File: src/design/split_timer_pkg.sv
// Constants for the split-mode timer control and status block
package split_timer_pkg;
	// Register indices; byte address is four times the index
	localparam logic [5:0] IDX_CTRL_ENABLE = 6'h00;
	localparam logic [5:0] IDX_DUAL_BYTE = 6'h03;
	localparam logic [5:0] IDX_CMD_CLEAR = 6'h04;
	localparam logic [5:0] IDX_CMD_SET = 6'h05;
	localparam logic [5:0] IDX_INT_ENABLE = 6'h0a;
	localparam logic [5:0] IDX_INT_FLAG = 6'h0b;
	localparam logic [5:0] IDX_DEBUG_RUN = 6'h0e;
	localparam logic [5:0] IDX_LOW_COUNTER = 6'h20;
	localparam logic [5:0] IDX_HIGH_COUNTER = 6'h21;
	localparam logic [5:0] IDX_LOW_PERIOD = 6'h26;
	localparam logic [5:0] IDX_HIGH_PERIOD = 6'h27;
	localparam logic [5:0] IDX_LOW_COMPARE0 = 6'h28;
	localparam logic [5:0] IDX_COMPARE_STEP = 6'h02;
	// Field positions
	localparam int BIT_ENABLE = 0;
	localparam int BIT_DUAL_BYTE = 0;
	localparam int BIT_RUN_IN_DEBUG = 0;
	localparam int BIT_LOW_UNDERFLOW = 0;
	localparam int BIT_HIGH_UNDERFLOW = 1;
	localparam int BIT_LOW_COMPARE0 = 4;
	localparam int CMD_LSB = 2;
	localparam int TARGET_LSB = 0;
	// Implemented bits of the interrupt registers
	localparam logic [7:0] INT_MASK = 8'h73;
	// Reset values
	localparam logic [7:0] RESET_ZERO = 8'h00;
	localparam logic [7:0] RESET_PERIOD = 8'hff;
	localparam logic [1:0] RESET_TARGET = 2'h0;
	// Command codes
	localparam logic [1:0] CMD_NONE = 2'h0;
	localparam logic [1:0] CMD_RESTART = 2'h2;
	localparam logic [1:0] CMD_HARD_RESET = 2'h3;
	// Command target codes
	localparam logic [1:0] TARGET_NONE = 2'h0;
	localparam logic [1:0] TARGET_BOTH = 2'h3;
	// Number of low-byte compare channels
	localparam int LOW_COMPARES = 3;
endpackage

File: src/design/split_timer_cmd_irq_ctrl.sv
// Split-mode timer control, command aliases, interrupts and counters
//
// Register access over APB was left to the implementer.
`timescale 1ns/100ps
// Function
// - Split bit gives two 8-bit timers, split map
// - Clear alias clears bits written one
// - Set alias sets bits written one
// - Command field always reads zero
// - Code 0 none, 1 reserved, 2 restart
// - Code 3 hard reset, ignored while enabled
// - Target 0 none, 1-2 reserved, 3 both
// - Enable register bits 6:4, 1, 0
// - Low compare match sets compare flag
// - High underflow sets flag bit 1
// - Low underflow sets flag bit 0
// - Flags stay until written one
// - Debug halt freezes unless run bit set
// - Periods are tops, reset to ones
// - Counter writes beat count and reload
module split_timer_cmd_irq_ctrl #(
	parameter int ADDR_WIDTH = 8
)(
	// APB clock and reset
	input wire logic pclk,
	input wire logic presetn,
	// APB request
	input wire logic psel,
	input wire logic penable,
	input wire logic pwrite,
	input wire logic [ADDR_WIDTH-1:0] paddr,
	input wire logic [31:0] pwdata,
	// APB answer
	output logic pready,
	output logic pslverr,
	output logic [31:0] prdata,
	// Processor stopped in break debug
	input wire logic debug_halt,
	// Interrupt request
	output logic irq
);

	//------------------------------------------------------------
	// Parameter check
	//------------------------------------------------------------
	if (ADDR_WIDTH < 8)
	begin : g_bad_width
		$error("ADDR_WIDTH must be at least 8");
	end

	//------------------------------------------------------------
	// State
	//------------------------------------------------------------
	logic enable; // Timer running
	logic dual_byte_enable; // Split operation
	logic [1:0] command_target; // Stored target field
	logic [7:0] split_interrupt_enable; // Source enables
	logic [7:0] split_interrupt_flag; // Sticky flags
	logic run_in_debug; // Keep running in debug
	logic [7:0] low_counter, high_counter; // Byte counters
	logic [7:0] low_period, high_period; // Byte tops
	logic [7:0] low_compare [split_timer_pkg::LOW_COMPARES];

	//------------------------------------------------------------
	// Bus decode
	//------------------------------------------------------------
	logic [5:0] idx; // Word index
	logic wr; // Write takes effect
	logic split_reg, mapped; // Split-only register, address decodes
	logic [1:0] cmd; // Command code of a set-alias write
	logic [1:0] next_target; // Target after this write
	logic cmd_valid; // Both targets chosen
	logic do_restart, do_hard_reset; // Command strobes
	logic tick; // Counters step this cycle
	logic low_unf, high_unf; // Underflow events
	logic [2:0] low_match; // Compare events
	logic [7:0] flag_set, flag_clr; // Flag set and clear masks

	assign idx = paddr[7:2];
	assign wr = psel & penable & pwrite & mapped;
	assign pready = 1'b1;

	// Split-only registers vanish from the map in normal mode
	always_comb
	begin
		split_reg = 1'b1;
		mapped = 1'b1;
		unique case (idx)
			split_timer_pkg::IDX_CTRL_ENABLE,
			split_timer_pkg::IDX_DUAL_BYTE: split_reg = 1'b0;
			split_timer_pkg::IDX_CMD_CLEAR,
			split_timer_pkg::IDX_CMD_SET,
			split_timer_pkg::IDX_INT_ENABLE,
			split_timer_pkg::IDX_INT_FLAG,
			split_timer_pkg::IDX_DEBUG_RUN,
			split_timer_pkg::IDX_LOW_COUNTER,
			split_timer_pkg::IDX_HIGH_COUNTER,
			split_timer_pkg::IDX_LOW_PERIOD,
			split_timer_pkg::IDX_HIGH_PERIOD,
			6'h28, 6'h2a, 6'h2c: split_reg = 1'b1;
			default: mapped = 1'b0;
		endcase
		// Alternate map only when split is on
		if (split_reg && !dual_byte_enable)
			mapped = 1'b0;
		if (paddr[1:0] != 2'h0)
			mapped = 1'b0;
	end

	// Error on unmapped access
	assign pslverr = psel & penable & ~mapped;
	chk_split_map: assert property (@(posedge pclk)
		disable iff (!presetn) psel && penable && !dual_byte_enable &&
		idx == split_timer_pkg::IDX_INT_FLAG |-> pslverr)
		else $error("split register visible in normal map");

	//------------------------------------------------------------
	// Commands
	//------------------------------------------------------------
	// Target after a set or clear alias write
	always_comb
	begin
		next_target = command_target;
		if (wr && idx == split_timer_pkg::IDX_CMD_CLEAR)
			next_target = command_target & ~pwdata[1:0];
		else if (wr && idx == split_timer_pkg::IDX_CMD_SET)
			next_target = command_target | pwdata[1:0];
	end

	assign cmd = (wr && idx == split_timer_pkg::IDX_CMD_SET) ?
		pwdata[split_timer_pkg::CMD_LSB +: 2] :
		split_timer_pkg::CMD_NONE;
	// Only the both code selects; none and reserved do nothing
	assign cmd_valid = next_target == split_timer_pkg::TARGET_BOTH;
	assign do_restart = cmd_valid &&
		cmd == split_timer_pkg::CMD_RESTART;
	// Hard reset needs both targets and a stopped timer
	assign do_hard_reset = cmd_valid && !enable &&
		cmd == split_timer_pkg::CMD_HARD_RESET;

	// Stored target field
	always_ff @(posedge pclk or negedge presetn)
	begin
		if (!presetn)
			command_target <= split_timer_pkg::RESET_TARGET;
		else
			command_target <= next_target;
	end
	chk_clear_alias: assert property (@(posedge pclk)
		disable iff (!presetn) wr && idx == split_timer_pkg::IDX_CMD_CLEAR
		|=> command_target == ($past(command_target) & ~$past(pwdata[1:0])))
		else $error("clear alias wrong");
	chk_set_alias: assert property (@(posedge pclk)
		disable iff (!presetn) wr && idx == split_timer_pkg::IDX_CMD_SET
		|=> command_target == ($past(command_target) | $past(pwdata[1:0])))
		else $error("set alias wrong");
	chk_reset_ignored: assert property (@(posedge pclk)
		disable iff (!presetn) enable &&
		cmd == split_timer_pkg::CMD_HARD_RESET |=> $stable(low_period))
		else $error("hard reset while enabled");
	chk_reserved_target: assert property (@(posedge pclk)
		disable iff (!presetn) cmd != split_timer_pkg::CMD_NONE && !tick &&
		next_target != split_timer_pkg::TARGET_BOTH
		|=> $stable(low_counter) && $stable(low_period))
		else $error("command on reserved target");

	//------------------------------------------------------------
	// Control registers
	//------------------------------------------------------------
	// Enable, split, interrupt enable and debug run bits
	always_ff @(posedge pclk or negedge presetn)
	begin
		if (!presetn)
		begin
			enable <= 1'b0;
			dual_byte_enable <= 1'b0;
			split_interrupt_enable <= split_timer_pkg::RESET_ZERO;
			run_in_debug <= 1'b0;
		end
		else if (wr)
		begin
			unique case (idx)
				split_timer_pkg::IDX_CTRL_ENABLE:
					enable <= pwdata[split_timer_pkg::BIT_ENABLE];
				split_timer_pkg::IDX_DUAL_BYTE:
					dual_byte_enable <=
						pwdata[split_timer_pkg::BIT_DUAL_BYTE];
				split_timer_pkg::IDX_INT_ENABLE:
					split_interrupt_enable <=
						pwdata[7:0] & split_timer_pkg::INT_MASK;
				split_timer_pkg::IDX_DEBUG_RUN:
					run_in_debug <=
						pwdata[split_timer_pkg::BIT_RUN_IN_DEBUG];
				default: ;
			endcase
		end
	end

	//------------------------------------------------------------
	// Byte timers
	//------------------------------------------------------------
	// Stepping only in split mode, frozen in debug unless allowed
	assign tick = enable & dual_byte_enable &
		(~debug_halt | run_in_debug);
	assign low_unf = tick && low_counter == 8'h00;
	assign high_unf = tick && high_counter == 8'h00;
	chk_debug_halt: assert property (@(posedge pclk)
		disable iff (!presetn) debug_halt && !run_in_debug && !wr
		|=> $stable(low_counter) && $stable(high_counter))
		else $error("counter moved in debug halt");

	// Low counter: write, then command, then count and reload
	always_ff @(posedge pclk or negedge presetn)
	begin
		if (!presetn)
			low_counter <= split_timer_pkg::RESET_ZERO;
		else if (wr && idx == split_timer_pkg::IDX_LOW_COUNTER)
			low_counter <= pwdata[7:0];
		else if (do_hard_reset)
			low_counter <= split_timer_pkg::RESET_ZERO;
		else if (do_restart || low_unf)
			low_counter <= low_period;
		else if (tick)
			low_counter <= low_counter - 8'h01;
	end
	chk_write_wins: assert property (@(posedge pclk)
		disable iff (!presetn) wr && idx == split_timer_pkg::IDX_LOW_COUNTER
		|=> low_counter == $past(pwdata[7:0]))
		else $error("counter write lost");

	// High counter, same priority
	always_ff @(posedge pclk or negedge presetn)
	begin
		if (!presetn)
			high_counter <= split_timer_pkg::RESET_ZERO;
		else if (wr && idx == split_timer_pkg::IDX_HIGH_COUNTER)
			high_counter <= pwdata[7:0];
		else if (do_hard_reset)
			high_counter <= split_timer_pkg::RESET_ZERO;
		else if (do_restart || high_unf)
			high_counter <= high_period;
		else if (tick)
			high_counter <= high_counter - 8'h01;
	end
	chk_restart_load: assert property (@(posedge pclk)
		disable iff (!presetn) do_restart
		|=> high_counter == $past(high_period) &&
		low_counter == $past(low_period))
		else $error("restart did not reload");

	// Period registers; hard reset returns them to all ones
	always_ff @(posedge pclk or negedge presetn)
	begin
		if (!presetn)
		begin
			low_period <= split_timer_pkg::RESET_PERIOD;
			high_period <= split_timer_pkg::RESET_PERIOD;
		end
		else if (do_hard_reset)
		begin
			low_period <= split_timer_pkg::RESET_PERIOD;
			high_period <= split_timer_pkg::RESET_PERIOD;
		end
		else if (wr && idx == split_timer_pkg::IDX_LOW_PERIOD)
			low_period <= pwdata[7:0];
		else if (wr && idx == split_timer_pkg::IDX_HIGH_PERIOD)
			high_period <= pwdata[7:0];
	end

	// Compare registers and their match detectors
	for (genvar n = 0; n < split_timer_pkg::LOW_COMPARES; n++)
	begin : g_cmp
		localparam logic [5:0] MY_IDX = 6'(int'(
			split_timer_pkg::IDX_LOW_COMPARE0) +
			n * int'(split_timer_pkg::IDX_COMPARE_STEP));
		// Compare value
		always_ff @(posedge pclk or negedge presetn)
		begin
			if (!presetn)
				low_compare[n] <= split_timer_pkg::RESET_ZERO;
			else if (do_hard_reset)
				low_compare[n] <= split_timer_pkg::RESET_ZERO;
			else if (wr && idx == MY_IDX)
				low_compare[n] <= pwdata[7:0];
		end
		// Match while running
		assign low_match[n] = tick &&
			low_counter == low_compare[n];
	end

	//------------------------------------------------------------
	// Interrupt flags
	//------------------------------------------------------------
	always_comb
	begin
		flag_set = 8'h00;
		flag_set[split_timer_pkg::BIT_LOW_COMPARE0 +: 3] =
			low_match;
		flag_set[split_timer_pkg::BIT_HIGH_UNDERFLOW] = high_unf;
		flag_set[split_timer_pkg::BIT_LOW_UNDERFLOW] = low_unf;
	end
	assign flag_clr = (wr && idx == split_timer_pkg::IDX_INT_FLAG) ?
		pwdata[7:0] & split_timer_pkg::INT_MASK : 8'h00;

	// Sticky; a new event beats a clear in the same cycle
	always_ff @(posedge pclk or negedge presetn)
	begin
		if (!presetn)
			split_interrupt_flag <= split_timer_pkg::RESET_ZERO;
		else
			split_interrupt_flag <=
				(split_interrupt_flag & ~flag_clr) | flag_set;
	end
	chk_cmp_flag: assert property (@(posedge pclk)
		disable iff (!presetn) low_match[1] |=> split_interrupt_flag[5])
		else $error("compare flag not set");
	chk_high_unf: assert property (@(posedge pclk)
		disable iff (!presetn) high_unf |=> split_interrupt_flag[1])
		else $error("high underflow flag not set");
	chk_low_unf: assert property (@(posedge pclk)
		disable iff (!presetn) low_unf &&
		!(wr && idx == split_timer_pkg::IDX_LOW_COUNTER)
		|=> split_interrupt_flag[0] && low_counter == $past(low_period))
		else $error("low underflow handling wrong");
	chk_flag_sticky: assert property (@(posedge pclk)
		disable iff (!presetn) split_interrupt_flag[0] && !flag_clr[0]
		|=> split_interrupt_flag[0])
		else $error("flag dropped by itself");

	// Level request
	assign irq = |(split_interrupt_flag &
		split_interrupt_enable);
	chk_irq_level: assert property (@(posedge pclk)
		disable iff (!presetn)
		irq == |(split_interrupt_flag & split_interrupt_enable))
		else $error("interrupt level wrong");

	//------------------------------------------------------------
	// Read data
	//------------------------------------------------------------
	// Latched in the setup cycle, valid through the access phase
	always_ff @(posedge pclk or negedge presetn)
	begin
		if (!presetn)
			prdata <= 32'h0000_0000;
		else if (psel && !penable)
		begin
			prdata <= 32'h0000_0000;
			if (mapped)
				unique case (idx)
					split_timer_pkg::IDX_CTRL_ENABLE:
						prdata[0] <= enable;
					split_timer_pkg::IDX_DUAL_BYTE:
						prdata[0] <= dual_byte_enable;
					// Command field reads zero
					split_timer_pkg::IDX_CMD_CLEAR,
					split_timer_pkg::IDX_CMD_SET:
						prdata[1:0] <= command_target;
					split_timer_pkg::IDX_INT_ENABLE:
						prdata[7:0] <= split_interrupt_enable;
					split_timer_pkg::IDX_INT_FLAG:
						prdata[7:0] <= split_interrupt_flag;
					split_timer_pkg::IDX_DEBUG_RUN:
						prdata[0] <= run_in_debug;
					split_timer_pkg::IDX_LOW_COUNTER:
						prdata[7:0] <= low_counter;
					split_timer_pkg::IDX_HIGH_COUNTER:
						prdata[7:0] <= high_counter;
					split_timer_pkg::IDX_LOW_PERIOD:
						prdata[7:0] <= low_period;
					split_timer_pkg::IDX_HIGH_PERIOD:
						prdata[7:0] <= high_period;
					6'h28: prdata[7:0] <= low_compare[0];
					6'h2a: prdata[7:0] <= low_compare[1];
					6'h2c: prdata[7:0] <= low_compare[2];
					default: ;
				endcase
		end
	end
	chk_cmd_zero: assert property (@(posedge pclk)
		disable iff (!presetn) psel && penable && !pwrite &&
		(idx == split_timer_pkg::IDX_CMD_SET ||
		idx == split_timer_pkg::IDX_CMD_CLEAR) |-> prdata[3:2] == 2'h0)
		else $error("command field read nonzero");

endmodule

File: config.mk
export PLATFORM = sky130hd
export DESIGN_NAME = split_timer_cmd_irq_ctrl
export DESIGN_NICKNAME = d
export VERILOG_FILES = /design/src/design/split_timer_pkg.sv /design/src/design/split_timer_cmd_irq_ctrl.sv
export SDC_FILE = /design/constraint.sdc
export NUM_CORES = 1
export LEC_CHECK = 0
export ABC_AREA = 1
export BUFFER_PORTS_ARGS = -buffer_cell sky130_fd_sc_hd__buf_2
export CAP_MARGIN = 25
export CORE_MARGIN = 4
export CORE_UTILIZATION = 52
export DETAILED_ROUTE_END_ITERATION = 8
export PLACE_DENSITY = 0.77
export SYNTH_ARGS = -nofsm -noshare
export SYNTH_HDL_FRONTEND = slang
export SYNTH_SLANG_ARGS = --single-unit
export TNS_END_PERCENT = 30
File: constraint.sdc
create_clock -name pclk -period 1.89 [get_ports pclk]
set_input_delay 0 -clock pclk [delete_from_list [all_inputs] [get_ports pclk]]
set_output_delay 0 -clock pclk [all_outputs]
set_load 0.02 [all_outputs]
==> results of run 1 <==
## cell families (layout without fill, tap and decap cells)
group / count (synthesis) / in the layout / synth area share
buffers and inverters: 151 / 237 / 0.1343
AOI/OAI and AO/OA: 117 / 117 / 0.1319
adders and majority gates: 2 / 2 / 0.004805
and+or+nand+nor: 317 / 317 / 0.2886
xor gates and xnor gates: 33 / 33 / 0.05550
other: 2 / 25 / 0.001442
DFF: 79 / 79 / 0.3835
## registers in the layout, summed over array words and instances, names as in the netlist
register	count
prdata	8
low_counter	8
split_interrupt_flag	5
low_period	8
command_target	2
high_counter	8
high_period	8
enable	1
run_in_debug	1
split_interrupt_enable	5
dual_byte_enable	1
low_compare	24
## per-layer routing
layer / vias to the layer above / global-route usage
met5: - / 0
met4: 0 / 0.1506
met3: 66 / 0.06209
met2: 307 / 0.4902
met1: 2547 / 0.4218
li1: 2462 / -
## what timing repair did
| item | CTS | global route |
|---|---|---|
| buffers inserted | 4 | 2 |
| endpoints found under the setup margin | 65 | 65 |
| hold endpoints to repair | 56 | 0 |
| gates resized for setup | 58 | 26 |
| pin swaps | 12 | 3 |
| hold buffers | 8 | 0 |
## worst min-delay path by stage
stage / startpoint / to / slack [ps] / cells after the start
after floorplan: presetn / command_target[0]$_DFF_PN0_ / -300 / 0
after global placement: presetn / prdata[0]$_DFFE_PN0P_ / -2 / 1
after detailed placement: presetn / prdata[0]$_DFFE_PN0P_ / 6 / 1
after CTS: pwdata[0] / run_in_debug$_DFFE_PN0P_ / 5 / 3
after global routing: pwdata[0] / enable$_DFFE_PN0P_ / 30 / 3
final: pwdata[0] / run_in_debug$_DFFE_PN0P_ / 20 / 3
## area by class of cell
type	count	area, µm²
Fill cell	841	3242
Multi-Input combinational cell	494	2770
Sequential cell	79	1997
Timing Repair Buffer	115	924.6
Inverter	106	404.1
Tap cell	133	166.4
Clock buffer	11	141.4
Clock inverter	5	128.9
## through the flow
| stage | hold WS [ps] | area [µm²] | utilization | cells | worst slack, ps |
|---|---|---|---|---|---|
| after detailed placement | 5.513 | 5887 | 0.6023 | 914 | -369.0 |
| after CTS | 4.749 | 6441 | 0.6590 | 941 | -78.78 |
| after floorplan | -295.6 | 5294 | - | 724 | 25.04 |
| after global placement | -2.049 | 5887 | 0.6023 | 914 | -321.7 |
| final | 24.53 | 6533 | 0.6683 | 943 | -89.99 |
| after global routing | 33.17 | 6533 | 0.6683 | 943 | -195.8 |
## critical path, delay by kind of cell, from the launching register on
| family | cells | cell delay, ps |
|---|---|---|
| and+or+nand+nor | 10 | 1130 |
| AOI/OAI and AO/OA | 1 | 180 |
| buffers and inverters | 2 | 190 |
| DFF | 1 | 380 |
## cell usage in the layout (no fill, tap or decap), drive strengths merged
cell         Yosys  routed
a2111o           1       1
a2111oi          1       1
a211oi           2       2
a21oi           12      12
a221oi           5       5
a31oi            1       1
and3             1       1
buf             37     107
bufinv           0       4
clkbuf           8      11
clkinv           1       2
conb             2      25
dfrtp           63      63
dfstp           16      16
dlygate4sd3      0       8
ha               2       2
inv            105     105
nand2          122     122
nand3          100     100
nand4           11      11
nor2            77      77
nor3             3       3
nor4             3       3
o2111ai          1       1
o211ai           2       2
o21ai           67      67
o221ai           2       2
o22ai           19      19
o311ai           1       1
o41ai            3       3
xnor2            9       9
xor2            24      24
## report_power, final
group / internal [mW] / switching [mW] / total (mW)
registers: 1.91 / 0.231 / 2.14
logic: 0.808 / 1.21 / 2.01
clock network: 1.05 / 0.688 / 1.74
==> impl_results.md, run 1 <==
* Cell variety after synth at 43
* Worst R2R Setup Slack at -90 ps
* Core Area at 0.009774 mm²
* Synthesized area per cell at 7.429 µm²
* Vias/cell at 5.707
* Worst path slowest cell: dfrtp_1
* IO Pins at 81
* Post-route ant nets at 0
* Worst slew margin at 0.6502
* Max incr delay on CP at 380 ps
* Clk root buf: clkbuf_8
* Later-pin clock latency in the skew report at 370 ps
* Clock-pin slew on the worst setup and hold paths at 90 ps
* Worst setup margin at -89.99 ps
* Post-route clock skew at 9.505 ps
* Setup violators final at 56
* Crit Path Max Fanout at 8
* Clk sinks at 79
* Die X at 108.1 µm
* CP Cell Sequence: inv_2, nand3_2, nand2_4, buf_12, nor2_8, nand4_1, nand2_2, nor2_4, nand3_2, nand2_2, nor2_4, nor2_2, a21oi_2
* GR Util All Layers at 0.3148
* Worst setup path class: reg2reg
* Net total in the final layout at 853
* Initial DRC count at 541
* Worst-margin pin slew at 524.7 ps
* Layout area overhead at 25.44%
* Max cap viols at 0
* Number of CTS-inserted buffers at 9
* Worst setup path start: dual_byte_enable$_DFFE_PN0P_
* Drt first pass iters at 6
* Clock buffer depth at 2
* Largest net degree at the start of global routing at 44
* Setup crit end: low_counter[4]$_DFFE_PN0P_
* DRC errors left at 0
* Vias post-DR at 5382
* Max H-tree Level at 3
* Reg2reg end: low_counter[4]$_DFFE_PN0P_
* Met3 wire length at 1713 µm
* Global placement routability congestion at 1.046
* Tcrit/Tclk final at 1.048
* Fmax at 0.5051 GHz
* Count leader, synth: nand2_1
* Seq/Total Area, Yosys at 0.3835
* Die Height at 108.1 µm
* RSZ-0062 raised after global routing: yes
* Syn Inst Count at 701
* Starting Density at 0.5328
* Routed WL at 17870 µm
* Crit path launch type: register
* Uppermost layer routed: met4
* Worst Setup End Kind: register
* R2R cell count at 13
* Die area at 0.01168 mm²
* Vias in the first global route at 5132
* Reg-to-reg critical path startpoint: dual_byte_enable$_DFFE_PN0P_
* Yosys top cell area share at 0.3027
* Final Max Slew Viols at 0
* Ys flop type: dfrtp_1
* Yosys reg bits at 79
* Synth warnings at 0
* Overall power at 5.890 mW
* Area leader, netlist: dfrtp_1
* Power Density at 901.6 mW/mm²
* Async SR Flop Fraction at 1.000
* DR WL/cell at 18.95 µm
* Failing checks: negative setup slack
* Port Buffer Count at 31
* Post-synth EDFFs at 0
* Synth area leaders: dfrtp_1 30%, nand3_1 9.0%, nand2_1 8.2%, dfstp_2 8.1%, inv_1 7.4%
* Peak VDD IR at 0.0006063 V
* GRT overflow at 0
* Final setup TNS at -2125 ps
* Most frequent cells after synthesis: 114 x nand2_1, 102 x inv_1, 94 x nand3_1
* TritonCTS clock tree: yes
* Final Hold Vio Count at 0
* Worst min path class: in2reg
* WL met1 at 7216 µm
* CP arrival at 2270 ps
* Met2 WL at 8070 µm
* Leak Pwr at 3.351 nW
* Fin crit period at 1980 ps
* Row cnt at 36
* Initial antenna violation count at 0
* Mapped Area at 0.005207 mm²
* Status: finished with violations
* N_diodes at 0
* Worst EP required at 2180 ps
* Dpl hpwl at 13420 µm
* First-pass GRT wire length at 27560 µm
* Layout cell share with drive strength beyond 1 at 0.2568
No activity file was read; power rests on OpenSTA's default activity.
==> inputs of run 2 (changes only) <==
- SETUP_SLACK_MARGIN: default -> 0.15
- SLEW_MARGIN: default -> 20
- TNS_END_PERCENT: 30 -> default
==> run 2 against run 1 <==
The flow still finishes with violations (negative setup slack). Worst hold slack better by 7.6 ps. Fmax is 0.21% lower. Combinational power up 11%. Power fell by 0.90%. Sequential power is essentially flat. First-iteration DRC count rose by 0.18%. Cell count is 0.95% higher. Cell area up 2.8%. Critical path depth is 1 higher. Critical endpoint is now high_counter[5]$_DFFE_PN0P_.
==> impl_results.md, run 2 (same netlist as run 1, synthesis figures left out) <==
* Fmax at 0.5040 GHz (-0.21%)
* Vias post-DR at 5331 (-0.95%)
* Routed WL at 18680 µm (+4.5%)
* Clk root buf: clkbuf_8
* Drt first pass iters at 7 (+1)
* Largest net degree at the start of global routing at 44 (unchanged)
* Biggest register: low_compare
* Power Density at 869.2 mW/mm² (-3.6%)
* Post-route ant nets at 0 (unchanged)
* Final Hold Slack at 32.09 ps (+7.555 ps)
* N_diodes at 0 (unchanged)
* Global placement routability congestion at 1.135 (+8.5%)
* Die X at 108.1 µm (unchanged)
* FILL cells at 847 (+0.71%)
* Core Area at 0.009774 mm² (unchanged)
* Final Core Density at 0.6870 (+0.01869)
* Final Hold Vio Count at 0 (unchanged)
* TritonCTS clock tree: yes
* Initial antenna violation count at 0 (unchanged)
* CP Cell Sequence: inv_2, nand3_2, nand2_4, clkinv_4, nand4_1, nor2_2, a21oi_4, buf_12, nand3_4, nand2_4, inv_6, nor2_8, nand2_1, nand3_1
* Dpl hpwl at 14020 µm (+4.5%)
* GRT overflow at 0 (unchanged)
* Worst-margin pin slew at 514.9 ps (-9.736 ps)
* Final Max Slew Viols at 0 (unchanged)
* First-pass GRT wire length at 29590 µm (+7.4%)
* Most common cell after layout, fill and taps aside: inv_1
* Register area at 0.001997 mm² (unchanged)
* Met2 WL at 8838 µm (+9.5%)
* Worst min path class: in2reg
* Crit Path Max Fanout at 8 (unchanged)
* Worst path slowest cell: dfrtp_1
* Clock buffer depth at 2 (unchanged)
* Die area at 0.01168 mm² (unchanged)
* Row cnt at 36 (unchanged)
* Die Height at 108.1 µm (unchanged)
* Uppermost layer routed: met4
* Crit path launch type: register
* Initial DRC count at 542 (+0.18%)
* Port Buffer Count at 31 (unchanged)
* Met3 wire length at 1422 µm (-17%)
* Commonest cells after routing, fill and taps aside: 100 x inv_1, 97 x nand2_1, 81 x nand3_1, 70 x buf_4, 63 x dfrtp_1
* Status: finished with violations
* Final setup TNS at -3121 ps (-996.4 ps)
* Worst setup path class: reg2reg
* Vias/cell at 5.600 (-1.9%)
* Max incr delay on CP at 390 ps (about the same)
* Layout cell share with drive strength beyond 1 at 0.3016 (+0.04480)
* Setup violators final at 50 (-11%)
* CP arrival at 2290 ps (+20 ps)
* Failing checks: negative setup slack
* Net total in the final layout at 862 (+1.1%)
* Post-route clock skew at 12.77 ps (+3.265 ps)
* Fin crit period at 1984 ps (+4.094 ps)
* RSZ-0062 raised after global routing: yes
* DR WL/cell at 19.62 µm (+3.5%)
* WL met1 at 7675 µm (+6.4%)
* Later-pin clock latency in the skew report at 370 ps (about the same)
* Leak Pwr at 3.385 nW (+1.0%)
* CP most frequent cell: nand2_4
* Max H-tree Level at 3 (unchanged)
* Worst EP required at 2190 ps (about the same)
* Clk sinks at 79 (unchanged)
* Starting Density at 0.5328 (unchanged)
* Max FFs per register at 24 (unchanged)
* Vias in the first global route at 5424 (+5.7%)
* Worst slew margin at 0.6567 (+0.006491)
* Layout area overhead at 28.95%
* GR Util All Layers at 0.3353 (+0.02051)
* Max cap viols at 0 (unchanged)
* Peak VDD IR at 0.0005807 V (-4.2%)
* Worst setup margin at -94.09 ps (-4.094 ps)
* Tcrit/Tclk final at 1.050 (+0.002166)
* IO Pins at 81 (unchanged)
* Clock-pin slew on the worst setup and hold paths at 80 ps (about the same)
* Number of CTS-inserted buffers at 9 (unchanged)
* DRC errors left at 0 (unchanged)
* Multi-input gate area in the final layout at 0.002943 mm² (+6.2%)
* Worst Setup End Kind: register
[run 2: cell type report]
cell class,count,area share
Timing Repair Buffer,123,0.1435
Multi-Input combinational cell,495,0.4382
Sequential cell,79,0.2974
Clock buffer,12,0.02310
Tap cell,133,0.02478
Inverter,106,0.06149
Clock inverter,4,0.01155
[run 2: critical path, delay by kind of cell (launching register included)]
family | cells | cell delay (ps)
flip-flops | 1 | 390
AO/OA/AOI/OAI | 1 | 130
AND/OR/NAND/NOR | 9 | 1040
buffers and inverters | 4 | 360
[run 2: final timing paths]
path                                                   start                           to  slack [ps]  depth (start not counted)
worst max-delay path            dual_byte_enable$_DFFE_PN0P_  high_counter[5]$_DFFE_PN0P_         -90                         14
worst min-delay path                               pwdata[0]   low_compare[8]$_DFFE_PN0P_          30                          3
worst max register to register  dual_byte_enable$_DFFE_PN0P_  high_counter[5]$_DFFE_PN0P_         -90                         14
worst min register to register    high_period[2]$_DFFE_PN1P_   high_period[2]$_DFFE_PN1P_         500                          2
max in group asynchronous                            presetn   high_period[5]$_DFFE_PN1P_        1050                          3
min in group asynchronous                            presetn  command_target[1]$_DFF_PN0_         150                          2
[run 2: power by group]
part	total, mW	switching, mW	internal [mW]
Combinational	2.23	1.32	0.910
Sequential	2.11	0.208	1.91
Clock	1.49	0.668	0.825
Total	5.84	2.20	3.64
[run 2: what timing repair did]
| action | 4_1_cts | 5_1_grt |
|---|---|---|
| hold buffers | 8 | 0 |
| endpoints found under the setup margin | 67 | 67 |
| endpoints found under the hold margin | 55 | 0 |
| cloned | 1 | 0 |
| gates resized for setup | 83 | 29 |
| pin swaps | 10 | 7 |
| setup buffers | 3 | 1 |
[run 2: metal layers]
layer	vias to the layer above	track usage
met3	56	0.04836
met5	-	0
met4	0	0.1335
met1	2543	0.4445
met2	254	0.5537
li1	2478	-
[run 2: stage by stage]
| step | setup slack (ps) | power (mW) | instance area (µm²) | std cells |
|---|---|---|---|---|
| global route | -240.6 | 6.119 | 6715 | 952 |
| floorplan | 106.9 | 3.424 | 5363 | 724 |
| global placement | -174.4 | 4.173 | 5988 | 923 |
| CTS | -76.58 | 5.748 | 6635 | 951 |
| finish | -94.09 | 5.837 | 6715 | 952 |
| detailed placement | -237.9 | 4.175 | 5988 | 923 |
